### src/inc/synth_divider_vco_band_regs.vh
// Offsets, field positions, reset values and frame layout of the synthesizer register bank
`ifndef SYNTH_DIVIDER_VCO_BAND_REGS_VH
`define SYNTH_DIVIDER_VCO_BAND_REGS_VH

// ****************************************
// Main bank offsets (bank select = 0)
// ****************************************
`define BANK_CTRL_ADDR 5'h00
`define FRAC_WORD_LOW_ADDR 5'h1a
`define FRAC_WORD_HIGH_ADDR 5'h1b
`define INT_DIVIDE_CTRL_ADDR 5'h1c
`define OSC_TUNE_ADDR 5'h1d
`define LO_VCO_BAND_CTRL_ADDR 5'h1e

// ****************************************
// Local bank offsets (bank select = 1)
// ****************************************
`define OSC_DAC_CTRL_ADDR 5'h09
`define READOUT_CTRL_ADDR 5'h10

// ****************************************
// Field positions
// ****************************************
`define BANK_SEL_BIT 9
`define TRIG_EN_BIT 9
`define INT_RATIO_MSB 8
`define OSC_TUNE_MSB 7
`define DAC_CURRENT_MSB 5
`define OSC_DAC_EN_BIT 8
`define READOUT_SEL_BIT 9
`define LO_BAND_MSB 9
`define LO_BAND_LSB 8
`define RELOCK_SEL_BIT 7
`define BAND_SRC_BIT 6
`define BAND_OVR_MSB 5
`define ADC_RESULT_MSB 8
`define ADC_RESULT_LSB 6

// ****************************************
// Reset values
// ****************************************
`define FRAC_HALF_RST 10'h155
`define INT_DIVIDE_CTRL_RST 10'h274
`define OSC_TUNE_RST 10'h000
`define LO_VCO_BAND_CTRL_RST 10'h15f
`define BANK_SEL_RST 1'b0
`define OSC_DAC_EN_RST 1'b0
`define READOUT_SEL_RST 1'b0

// ****************************************
// Serial frame: read flag, 5 address bits, 10 data bits, MSB first
// ****************************************
`define FRAME_BITS 5'd16
`define HEADER_BITS 5'd6
`define DATA_BITS 10

`endif

### src/rtl/pin_sync_edge.v
// Two-stage pin synchroniser with rise and fall detection per bit
`timescale 1ns/10ps
module pin_sync_edge #(
	parameter W = 3
) (
	input wire mclk,
	input wire reset_n,
	input wire [W-1:0] pin_in,
	output wire [W-1:0] level,
	output wire [W-1:0] rise,
	output wire [W-1:0] fall
);
	genvar i;
	generate
		for (i = 0; i < W; i = i + 1) begin : g_bit
			reg meta_r;
			reg sync_r;
			reg prev_r;
			// First stage feeds only the second stage
			always @(posedge mclk) begin
				if (!reset_n) begin
					meta_r <= 1'b1;
					sync_r <= 1'b1;
					prev_r <= 1'b1;
				end else begin
					meta_r <= pin_in[i];
					sync_r <= meta_r;
					prev_r <= sync_r;
				end
			end
			assign level[i] = sync_r;
			assign rise[i] = sync_r & ~prev_r;
			assign fall[i] = ~sync_r & prev_r;
		end
	endgenerate
endmodule // pin_sync_edge

### src/rtl/synth_divider_vco_band_regs.v
// Serial-programmed synthesizer divider, crystal tuning and VCO band register bank
`timescale 1ns/10ps
`include "synth_divider_vco_band_regs.vh"
module synth_divider_vco_band_regs (
	input wire mclk,
	input wire reset_n,
	input wire sclk,
	input wire cs_n,
	input wire din,
	output reg dout,
	output wire dout_oe,
	input wire [2:0] autoselect_adc_result,
	input wire [5:0] vco_band_switch,
	output wire [19:0] frac_divide_word,
	output wire [8:0] int_divide_ratio,
	output wire autoselect_trigger_en,
	output reg autoselect_start,
	output wire osc_dac_en,
	output wire [7:0] osc_tune_code,
	output wire [5:0] dac_current_code,
	output wire [1:0] lo_sub_band,
	output wire relock_start_sel,
	output wire band_source_sel,
	output wire [5:0] band_override,
	output reg [5:0] vco_band_sel,
	output wire bank_sel,
	output wire band_readout_sel
);

	// ****************************************
	// Pin synchronisers
	// ****************************************
	wire [2:0] pin_level;
	wire [2:0] pin_rise;
	wire [2:0] pin_fall;
	wire sclk_rise;
	wire sclk_fall;
	wire cs_level;
	wire cs_fall;
	wire cs_rise;
	wire din_level;

	pin_sync_edge #(
		.W(3)
	) u_pin_sync (
		.mclk(mclk),
		.reset_n(reset_n),
		.pin_in({din, cs_n, sclk}),
		.level(pin_level),
		.rise(pin_rise),
		.fall(pin_fall)
	);

	// Synchroniser comes out of reset high, so an idle-low serial clock
	// shows one false fall; serial clock edges are only used inside a frame.
	assign sclk_rise = pin_rise[0];
	assign sclk_fall = pin_fall[0];
	assign cs_level = pin_level[1];
	assign cs_fall = pin_fall[1];
	assign cs_rise = pin_rise[1];
	assign din_level = pin_level[2];

	// ****************************************
	// Serial frame shifter
	// ****************************************
	reg [4:0] bit_cnt_r;
	reg [15:0] shift_r;
	reg [9:0] dout_shift_r;
	reg read_r;
	reg [4:0] addr_r;
	wire [15:0] shift_nxt;
	wire header_done;
	wire frame_done;

	assign shift_nxt = {shift_r[14:0], din_level};
	assign header_done = sclk_rise && !cs_level && (bit_cnt_r == `HEADER_BITS - 5'd1);
	assign frame_done = sclk_rise && !cs_level && (bit_cnt_r == `FRAME_BITS - 5'd1);
	// Only drive the data pin while the frame is selected
	assign dout_oe = ~cs_level;

	always @(posedge mclk) begin
		if (!reset_n) begin
			bit_cnt_r <= 5'h00;
			shift_r <= 16'h0000;
			read_r <= 1'b0;
			addr_r <= 5'h00;
		end else if (cs_fall) begin
			bit_cnt_r <= 5'h00;
		end else if (sclk_rise && !cs_level) begin
			shift_r <= shift_nxt;
			// Clocks past the frame length are ignored
			if (bit_cnt_r != `FRAME_BITS)
				bit_cnt_r <= bit_cnt_r + 5'd1;
			if (header_done) begin
				read_r <= shift_nxt[5];
				addr_r <= shift_nxt[4:0];
			end
		end
	end

	// ****************************************
	// Register storage
	// ****************************************
	reg [9:0] frac_low_r;
	reg [9:0] frac_high_r;
	reg [9:0] int_ctrl_r;
	reg [9:0] frac_low_act_r;
	reg [9:0] frac_high_act_r;
	reg [9:0] int_ctrl_act_r;
	reg [9:0] osc_tune_r;
	reg [9:0] band_ctrl_r;
	reg bank_sel_r;
	reg osc_dac_en_r;
	reg readout_sel_r;
	reg commit_pend_r;
	wire wr_en;
	wire [4:0] wr_addr;
	wire [9:0] wr_data;
	wire main_sel;

	assign wr_en = frame_done && !read_r;
	assign wr_addr = addr_r;
	assign wr_data = shift_nxt[9:0];
	assign main_sel = !bank_sel_r;

	always @(posedge mclk) begin
		if (!reset_n) begin
			frac_low_r <= `FRAC_HALF_RST;
			frac_high_r <= `FRAC_HALF_RST;
			int_ctrl_r <= `INT_DIVIDE_CTRL_RST;
			osc_tune_r <= `OSC_TUNE_RST;
			band_ctrl_r <= `LO_VCO_BAND_CTRL_RST;
			bank_sel_r <= `BANK_SEL_RST;
			osc_dac_en_r <= `OSC_DAC_EN_RST;
			readout_sel_r <= `READOUT_SEL_RST;
		end else if (wr_en) begin
			// Bank select lives at address 0 of both banks
			if (wr_addr == `BANK_CTRL_ADDR)
				bank_sel_r <= wr_data[`BANK_SEL_BIT];
			if (main_sel) begin
				case (wr_addr)
					`FRAC_WORD_LOW_ADDR: frac_low_r <= wr_data;
					`FRAC_WORD_HIGH_ADDR: frac_high_r <= wr_data;
					`INT_DIVIDE_CTRL_ADDR: int_ctrl_r <= wr_data;
					`OSC_TUNE_ADDR: osc_tune_r <= wr_data;
					`LO_VCO_BAND_CTRL_ADDR: band_ctrl_r <= wr_data;
					default: ;
				endcase
			end else begin
				case (wr_addr)
					`OSC_DAC_CTRL_ADDR: osc_dac_en_r <= wr_data[`OSC_DAC_EN_BIT];
					`READOUT_CTRL_ADDR: readout_sel_r <= wr_data[`READOUT_SEL_BIT];
					default: ;
				endcase
			end
		end
	end

	// ****************************************
	// Divider commit and autoselect start
	// ****************************************
	// Committing on chip-select release keeps the synthesizer from
	// ever seeing a half-updated integer and fractional pair.
	wire frac_low_wr;
	wire commit_now;

	assign frac_low_wr = wr_en && main_sel && (wr_addr == `FRAC_WORD_LOW_ADDR);
	// Pending flag carries the low-half write up to the end of its own frame
	assign commit_now = cs_rise && commit_pend_r;

	always @(posedge mclk) begin
		if (!reset_n) begin
			commit_pend_r <= 1'b0;
			frac_low_act_r <= `FRAC_HALF_RST;
			frac_high_act_r <= `FRAC_HALF_RST;
			int_ctrl_act_r <= `INT_DIVIDE_CTRL_RST;
			autoselect_start <= 1'b0;
		end else begin
			autoselect_start <= 1'b0;
			if (cs_fall)
				commit_pend_r <= 1'b0;
			else if (frac_low_wr)
				commit_pend_r <= 1'b1;
			if (commit_now) begin
				commit_pend_r <= 1'b0;
				frac_low_act_r <= frac_low_r;
				frac_high_act_r <= frac_high_r;
				int_ctrl_act_r <= int_ctrl_r;
				// Newly committed enable decides, as host wrote 28 first
				autoselect_start <= int_ctrl_r[`TRIG_EN_BIT];
			end
		end
	end

	// ****************************************
	// Active divider outputs
	// ****************************************
	assign frac_divide_word = {frac_high_act_r, frac_low_act_r};
	assign int_divide_ratio = int_ctrl_act_r[`INT_RATIO_MSB:0];
	assign autoselect_trigger_en = int_ctrl_act_r[`TRIG_EN_BIT];

	// ****************************************
	// Oscillator tuning and VCO band control
	// ****************************************
	assign osc_dac_en = osc_dac_en_r;
	// Tune code is meaningful only while the DAC is off
	assign osc_tune_code = osc_dac_en_r ? 8'h00 : osc_tune_r[`OSC_TUNE_MSB:0];
	// Upper two bits of the field are ignored in DAC mode
	assign dac_current_code = osc_dac_en_r ? osc_tune_r[`DAC_CURRENT_MSB:0] : 6'h00;
	assign lo_sub_band = band_ctrl_r[`LO_BAND_MSB:`LO_BAND_LSB];
	assign relock_start_sel = band_ctrl_r[`RELOCK_SEL_BIT];
	assign band_source_sel = band_ctrl_r[`BAND_SRC_BIT];
	assign band_override = band_ctrl_r[`BAND_OVR_MSB:0];
	assign bank_sel = bank_sel_r;
	assign band_readout_sel = readout_sel_r;

	// Override field of the address 30 reset pattern, cut to the band width
	wire [9:0] band_ctrl_rst;
	assign band_ctrl_rst = `LO_VCO_BAND_CTRL_RST;

	always @(posedge mclk) begin
		if (!reset_n)
			vco_band_sel <= band_ctrl_rst[`BAND_OVR_MSB:0];
		else if (band_source_sel)
			vco_band_sel <= vco_band_switch;
		else
			vco_band_sel <= band_override;
	end

	// ****************************************
	// Readback
	// ****************************************
	reg [9:0] rd_data;

	always @* begin
		rd_data = 10'h000;
		if (addr_r == `BANK_CTRL_ADDR)
			rd_data[`BANK_SEL_BIT] = bank_sel_r;
		else if (main_sel) begin
			case (addr_r)
				`FRAC_WORD_LOW_ADDR: rd_data = frac_low_r;
				`FRAC_WORD_HIGH_ADDR: rd_data = frac_high_r;
				`INT_DIVIDE_CTRL_ADDR: rd_data = int_ctrl_r;
				`OSC_TUNE_ADDR: rd_data = osc_tune_r;
				`LO_VCO_BAND_CTRL_ADDR: begin
					if (readout_sel_r) begin
						rd_data[`ADC_RESULT_MSB:`ADC_RESULT_LSB] = autoselect_adc_result;
						rd_data[`BAND_OVR_MSB:0] = vco_band_switch;
					end else begin
						rd_data = band_ctrl_r;
					end
				end
				default: rd_data = 10'h000;
			endcase
		end else begin
			case (addr_r)
				`OSC_DAC_CTRL_ADDR: rd_data[`OSC_DAC_EN_BIT] = osc_dac_en_r;
				`READOUT_CTRL_ADDR: rd_data[`READOUT_SEL_BIT] = readout_sel_r;
				default: rd_data = 10'h000;
			endcase
		end
	end

	// Data shifts out on falling serial clock so it is stable at the next rise
	wire rd_first_bit;
	wire rd_next_bit;

	assign rd_first_bit = sclk_fall && read_r && (bit_cnt_r == `HEADER_BITS);
	assign rd_next_bit = sclk_fall && read_r && (bit_cnt_r > `HEADER_BITS);

	always @(posedge mclk) begin
		if (!reset_n) begin
			dout <= 1'b0;
			dout_shift_r <= 10'h000;
		end else if (cs_level) begin
			dout <= 1'b0;
		end else if (rd_first_bit) begin
			dout <= rd_data[`DATA_BITS-1];
			dout_shift_r <= {rd_data[`DATA_BITS-2:0], 1'b0};
		end else if (rd_next_bit) begin
			dout <= dout_shift_r[`DATA_BITS-1];
			dout_shift_r <= {dout_shift_r[`DATA_BITS-2:0], 1'b0};
		end
	end

endmodule // synth_divider_vco_band_regs

### config.mk
export PLATFORM = sky130hd
export DESIGN_NAME = synth_divider_vco_band_regs
export DESIGN_NICKNAME = d
export VERILOG_FILES = /design/src/rtl/pin_sync_edge.v /design/src/rtl/synth_divider_vco_band_regs.v
export VERILOG_INCLUDE_DIRS = /design/src /design/src/inc
export SDC_FILE = /design/constraint.sdc
export NUM_CORES = 1
export LEC_CHECK = 0
export ABC_AREA = 1
export BUFFER_PORTS_ARGS = -buffer_cell sky130_fd_sc_hd__buf_4
export CORE_MARGIN = 8
export CORE_UTILIZATION = 40
export DETAILED_ROUTE_END_ITERATION = 8
export PLACE_DENSITY = 0.59
export SETUP_SLACK_MARGIN = 0.4
export SYNTH_ARGS = -nofsm -noshare
export SYNTH_HDL_FRONTEND = slang
export SYNTH_SLANG_ARGS = --single-unit
### constraint.sdc
create_clock -name mclk -period 2.4 [get_ports mclk]
set_input_delay 0.48 -clock mclk [delete_from_list [all_inputs] [get_ports mclk]]
set_output_delay 0.48 -clock mclk [all_outputs]
set_load 0.02 [all_outputs]
==> out/qor.yml, run 1 <==
logic_synthesis:
  synth_edf_count: 0
  synth_mux_area_frac: 0
  synth_fa_ha_area_frac: 0.0114
  synthesis.nets: 767
  synth.cell_area_um2: 5510
  synth-compound-area-share: 0.174
  ys_ff_latch: 129
  ys.warnings.count: 0
  seq_area_frac_synth: 0.469
  synth.avg_cell_area_um2: 7.36
  synth_top_area_cell: "dfxtp_1"
  synth_top_family_by_area: "simple AND/OR/NAND/NOR gates"
  synthSimpleGateAreaFrac: 0.256
  synth.top_cell.area_share: 0.469
  synthArstFlopShare: 0
  syn_inst: 748
  synth_area_leaders: "dfxtp_1, nand2_1, o21ai_0"
  synth.distinct_cells: 35
  synth_xor_area_frac: 0
  yosysMostFrequentCell: "nand2_1"
  synthTopCellsByCount: "nand2_1, dfxtp_1, o21ai_0"
  synthFlopType: "dfxtp_1"
layout:
  seq_area_um2: 2590
  nets: 849
  fill_cells: 1351
  drive_gt1_frac: 0.209
  multi_input_area_um2: 2500
  fin_util: 0.511
  finalNonFillerCells: 1021
  area_delta_synth_final_pct: 26.8
  diodes: 0
placed_design:
  io_buffers: 79
  dp_cells: 981
  gp_congestion: 0.894
  hpwl_um: 11400
  post-place-ws_ns: 0.231
sta:
  rsz0062_at_grt: "true"
  setup_viol: 0
  worstMarginPinSlew_ns: 0.921
  setup_tns_ns: 0
  setup_ws_ns: 0.490
  finalHoldViolCount: 0
  fin_crit_ns: 1.91
  slew_headroom: 0.385
  maxSlewViolCount: 0
  max_freq_ghz: 0.524
  fin_skew_ns: 0.00811
  period_share: 0.796
global_route:
  grt_pass1_wl_um: 25800
  antenna_found_initial: 0
  grt_start_max_net_pins: 45
  grt_pass1_vias: 5052
  gr-total-overflow: 0
  track_usage: 0.182
critical_path:
  path_cells: "ha_4 > inv_2 > nor3_2 > ha_2 > nand2_2 > nor2_4 > buf_6 > nand4_1 > buf_6 > o21ai_2 > a21oi_1"
  endpoint_kind: "register"
  cpMostUsedCell: "buf_6"
  crit_path_start_kind: "register"
  slowest_stage: "dfxtp_4"
  worstPathRequired_ns: 2.71
  path_max_fanout: 5
  critPathMaxStageDelay_ns: 0.37
  path_class: "register to register"
  arrival_ns: 2.22
routing:
  vias: 5247
  drt.antenna.violating_nets: 0
  viasPerCell: 5.14
  drt_wl_total_um: 16300
  drt_iter0_markers: 424
  drc: 0
  first_pass_iters: 5
  wire_per_inst_um: 16.0
clocking:
  numCtsBuffers: 17
  cts.clk_slew.worst_paths_ns: 0.06
  clk_path_buf_depth: 2
  cts_root_buf: "clkbuf_16"
  htreeDepth: 4
  insertion_delay_ns: 0.42
  cts_tree: "yes"
  clock_sinks: 129
floorplanning:
  row_count: 43
  start_util: 0.403
  coreArea_um2: 13700
  die_y_um: 133
  die_w_um: 133
  dieArea_um2: 17800
  io_pins: 80
outcome:
  status: "complete, no violations"
power:
  finalPower_mw: 4.77
  power_density_nw_per_um2: 683
  cellLeakagePower_nw: 3.21
  peakVddDrop_mv: 0.358
flow_run:
  maxCapViolations: 0
hold_path:
  hp-class: "primary input to register"
cells in the final DEF (no fill, tap or decap), drive strengths merged:
cell,n
nor4,1
dfxtp,129
a21oi,80
nor2,85
o211ai,7
o21bai,1
nor3b,1
nand2,143
nand4,6
buf,100
bufinv,2
nand3b,1
nand3,58
clkbuf,25
or2,6
nor3,5
inv,78
clkinvlp,3
o21ai,98
a31oi,1
clkinv,6
ha,5
report_power, final:
group / internal [mW] / leakage (nW) / switching [mW] / total, mW
Combinational: 0.0418 / 1.89 / 0.0659 / 0.108
Sequential: 2.15 / 1.05 / 0.00767 / 2.16
Clock: 1.62 / 0.279 / 0.883 / 2.51
worst max-delay path, delay by kind of cell, from the launching register on:
kind                     cells  cell delay, ns
flip-flops                   1            0.37
AO/OA/AOI/OAI                2            0.16
adder cells (fa/ha/maj)      2            0.34
AND/OR/NAND/NOR              4            0.53
buffers and inverters        3            0.38
sequential cells by signal, indices dropped and copies added, names as in the netlist, 10 cells and up:
signal           count
int_ctrl_act_r      10
osc_tune_r          10
frac_low_r          10
frac_high_r         10
int_ctrl_r          10
frac_low_act_r      10
band_ctrl_r         10
frac_high_act_r     10
final cells by class:
cell class                 count  share of cell area
clock buffer                  25              0.0710
clock inverter                 5              0.0111
inverter                      83              0.0457
multi-input combinational    498               0.358
sequential                   129               0.372
tap                          180              0.0323
timing repair buffer         100               0.109
timing repair inverter         1             0.00108
what timing repair did:
item / in CTS / in global routing
cloned: 1 / 2
buffers inserted: 3 / 4
pin swaps: 1 / 2
hold buffers: 0 / 0
endpoints found under the setup margin: 43 / 59
resized for setup: 6 / 37
kinds of logic after synthesis:
family | count (synthesis)
AOI/OAI and AO/OA | 187
adders and majority gates | 5
buffers and inverters | 121
DFF | 129
and+or+nand+nor | 306
layer usage:
| layer | up-vias | GRT usage | wire (um) |
|---|---|---|---|
| met5 | - | 0 | 0 |
| met4 | 0 | 0.0823 | 355 |
| met3 | 28 | 0.0523 | 1080 |
| met2 | 184 | 0.298 | 7630 |
| met1 | 2430 | 0.217 | 7240 |
| li1 | 2605 | - | - |
through the flow:
| stage | area, um^2 | hold slack [ns] |
|---|---|---|
| floorplan | 5510 | 0.393 |
| global placement | 6240 | 0.395 |
| detailed placement | 6240 | 0.400 |
| CTS | 6860 | 0.235 |
| global route | 6980 | 0.240 |
| finish | 6980 | 0.246 |
path summary, 6_finish.rpt:
| kind | startpoint | to | slack (ns) | depth (start not counted) |
|---|---|---|---|---|
| worst max-delay path | bit_cnt_r[0]$_SDFFE_PP0P_ | osc_tune_r[4]$_SDFFE_PN0P_ | 0.49 | 11 |
| worst max register to register | bit_cnt_r[0]$_SDFFE_PP0P_ | osc_tune_r[4]$_SDFFE_PN0P_ | 0.49 | 11 |
| worst min register to register | u_pin_sync.g_bit[1].meta_r$_SDFF_PN1_ | u_pin_sync.g_bit[1].sync_r$_SDFF_PN1_ | 0.41 | 1 |
| worst min-delay path | cs_n | u_pin_sync.g_bit[1].meta_r$_SDFF_PN1_ | 0.25 | 2 |
(Power assumes the default switching activity.)
==> run 2: changes to the inputs <==
--- a/config.mk
+++ b/config.mk
@@ -11,7 +11,7 @@
 export CORE_MARGIN = 8
 export CORE_UTILIZATION = 40
 export DETAILED_ROUTE_END_ITERATION = 8
-export PLACE_DENSITY = 0.59
+export PLACE_DENSITY = 0.62
 export SETUP_SLACK_MARGIN = 0.4
 export SYNTH_ARGS = -nofsm -noshare
 export SYNTH_HDL_FRONTEND = slang
==> constraint.sdc (replaced) <==
create_clock -name mclk -period 1.7 [get_ports mclk]
set_input_delay 0.34 -clock mclk [delete_from_list [all_inputs] [get_ports mclk]]
set_output_delay 0.34 -clock mclk [all_outputs]
set_load 0.02 [all_outputs]
==> run 2 against run 1 <==
  * The flow now finishes with violations (setup timing)
  * Power rose by 47%
  * Combinational power rose by 70%
  * Largest power group unchanged
  * Critical path depth did not move
  * Clock skew rose by 0.0047 ns
==> out/qor.yml, run 2 (synthesis gave the netlist of run 1 again) <==
clocking:
  cts.clk_slew.worst_paths_ns: 0.06  # about the same
  cts_tree: "yes"
  clock_sinks: 129  # unchanged
  htreeDepth: 4  # unchanged
  hold_buffers: 0  # unchanged
  clk_path_buf_depth: 2  # unchanged
  numCtsBuffers: 17  # unchanged
  cts_root_buf: "clkbuf_16"
  insertion_delay_ns: 0.43  # about the same
placed_design:
  gp_congestion: 0.901  # +0.75%
  hpwl_um: 11300  # -0.37%
  dp_cells: 1003  # +2.2%
  io_buffers: 79  # unchanged
critical_path:
  cp_top_family: "simple AND/OR/NAND/NOR gates"
  critPathMaxStageDelay_ns: 0.36  # about the same
  r2r_start: "bit_cnt_r[1]$_SDFFE_PP0P_"
  rrSetupSlack_ns: -0.08  # -0.57 ns
  worstPathRequired_ns: 2.01  # -0.70 ns
  path_buf_inv: 3  # unchanged
  arrival_ns: 2.08  # -0.14 ns
  path_class: "register to register"
  slowest_stage: "dfxtp_4"
  path_cells: "ha_4 > inv_2 > nor3_4 > ha_2 > nand2_4 > nor2_4 > buf_12 > nand4_4 > buf_6 > nand2_4 > nand3_2"
  cpMostUsedCell: "nand2_4"
  ff2ff_path_depth: 11  # unchanged
  crit_path_start_kind: "register"
  reg2reg_to: "frac_low_r[2]$_SDFFE_PN1P_"
  endpoint_kind: "register"
  path_max_fanout: 6  # +1
floorplanning:
  io_pins: 80  # unchanged
  row_count: 43  # unchanged
  die_w_um: 133  # unchanged
  dieArea_um2: 17800  # unchanged
  start_util: 0.403  # unchanged
  die_y_um: 133  # unchanged
  coreArea_um2: 13700  # unchanged
sta:
  maxSlewViolCount: 0  # unchanged
  fin_skew_ns: 0.0129  # +0.00475 ns
  setup_viol: 52  # +52
  period_share: 1.05  # +0.250
  max_freq_ghz: 0.563  # +7.4%
  setup_ws_ns: -0.0778  # -0.568 ns
  finalHoldViolCount: 0  # unchanged
  holdWs_ns: 0.106  # -0.140 ns
  worstMarginPinSlew_ns: 0.704  # -0.217 ns
  rsz0062_at_grt: "true"
  slew_headroom: 0.531  # +0.145
  fin_crit_ns: 1.78  # -0.132 ns
global_route:
  gr-total-overflow: 0  # unchanged
  antenna_found_initial: 0  # unchanged
  grt_pass1_wl_um: 27400  # +6.2%
  track_usage: 0.194  # +0.0115
  grt_start_max_net_pins: 77  # +71%
  grt_pass1_vias: 5362  # +6.1%
routing:
  drt_iter0_markers: 437  # +3.1%
  viasPerCell: 5.19  # +1.0%
  first_pass_iters: 5  # unchanged
  vias: 5555  # +5.9%
  wire_per_inst_um: 16.6  # +3.9%
  drt.antenna.violating_nets: 0  # unchanged
  drt_wl_total_um: 17700  # +8.9%
  drc: 0  # unchanged
flow_run:
  maxCapViolations: 0  # unchanged
layout:
  diodes: 0  # unchanged
  area_delta_synth_final_pct: 48.2
  nets: 896  # +5.5%
  final_cell_mix: "nand2_1, dfxtp_1, buf_4"
  finalNonFillerCells: 1070  # +4.8%
  drive_gt1_frac: 0.385  # +0.176
  fin_util: 0.597  # +0.0864
  fill_cells: 1171  # -13%
power:
  cellLeakagePower_nw: 3.76  # +17%
  finalPower_mw: 7.02  # +47%
  peakVddDrop_mv: 0.893  # +150%
  power_density_nw_per_um2: 860  # +26%
outcome:
  status: "finished, violations left"
  violations: "setup timing"
hold_path:
  hp-class: "primary input to register"
  hold-path-endpoint: "u_pin_sync.g_bit[0].meta_r$_SDFF_PN1_"
  hp-start: "sclk"
  hold_depth: 2  # unchanged
-- run 2: cell count changes in the layout (fill, tap and decap cells not counted), sizes merged --
cell,previous run,this run
buf,100,144
bufinv,2,3
clkbuf,25,22
clkinv,6,14
clkinvlp,3,1
inv,78,79
-- run 2: what timing repair did --
action | 4_1_cts | 5_1_grt
setup endpoints to repair | 105 | 134
gates resized for setup | 149 | 103
cloned | 4 | 3
pin swaps | 24 | 29
buffers inserted | 22 | 6
-- run 2: power breakdown --
| part | switching, mW | internal [mW] | total (mW) |
|---|---|---|---|
| Clock | 1.36 | 2.43 | 3.79 |
| Sequential | 0.0122 | 3.03 | 3.04 |
| Combinational | 0.109 | 0.0756 | 0.184 |
-- run 2: metal layers --
metal | global-route usage | share of wire
met2 | 0.315 | 0.48
met4 | 0.0867 | 0.025
met5 | 0 | 0
met3 | 0.0505 | 0.068
met1 | 0.236 | 0.42
-- run 2: stage by stage --
| step | area [um^2] | setup slack, ns | setup TNS, ns |
|---|---|---|---|
| floorplan | 5610 | 0.0165 | 0 |
| global placement | 6510 | -0.0114 | -0.0309 |
| detailed placement | 6510 | -0.0884 | -1.45 |
| CTS | 7750 | -0.0522 | -1.07 |
| global route | 8160 | -0.205 | -8.69 |
| finish | 8160 | -0.0778 | -1.70 |
-- run 2: final cells by class --
cell class	instances	area (um^2)	share of cell area
Multi-Input combinational cell	498	2980	0.365
Sequential cell	129	2620	0.321
Timing Repair Buffer	146	1340	0.164
Clock buffer	20	468	0.0573
Inverter	83	362	0.0443
Tap cell	180	225	0.0276
Clock inverter	12	156	0.0192
Timing Repair inverter	2	16.3	0.00199
-- run 2: worst max-delay path by stage --
stage / startpoint / to / slack [ns] / depth (start not counted)
floorplan: bit_cnt_r[1]$_SDFFE_PP0P_ / frac_low_r[1]$_SDFFE_PN0P_ / 0.02 / 11
global placement: bit_cnt_r[0]$_SDFFE_PP0P_ / frac_low_r[1]$_SDFFE_PN0P_ / -0.01 / 11
detailed placement: bit_cnt_r[0]$_SDFFE_PP0P_ / frac_low_r[1]$_SDFFE_PN0P_ / -0.09 / 11
CTS: bit_cnt_r[1]$_SDFFE_PP0P_ / frac_high_r[9]$_SDFFE_PN0P_ / -0.05 / 12
global route: bit_cnt_r[1]$_SDFFE_PP0P_ / frac_low_r[0]$_SDFFE_PN1P_ / -0.21 / 11
finish: bit_cnt_r[1]$_SDFFE_PP0P_ / frac_low_r[2]$_SDFFE_PN1P_ / -0.08 / 11
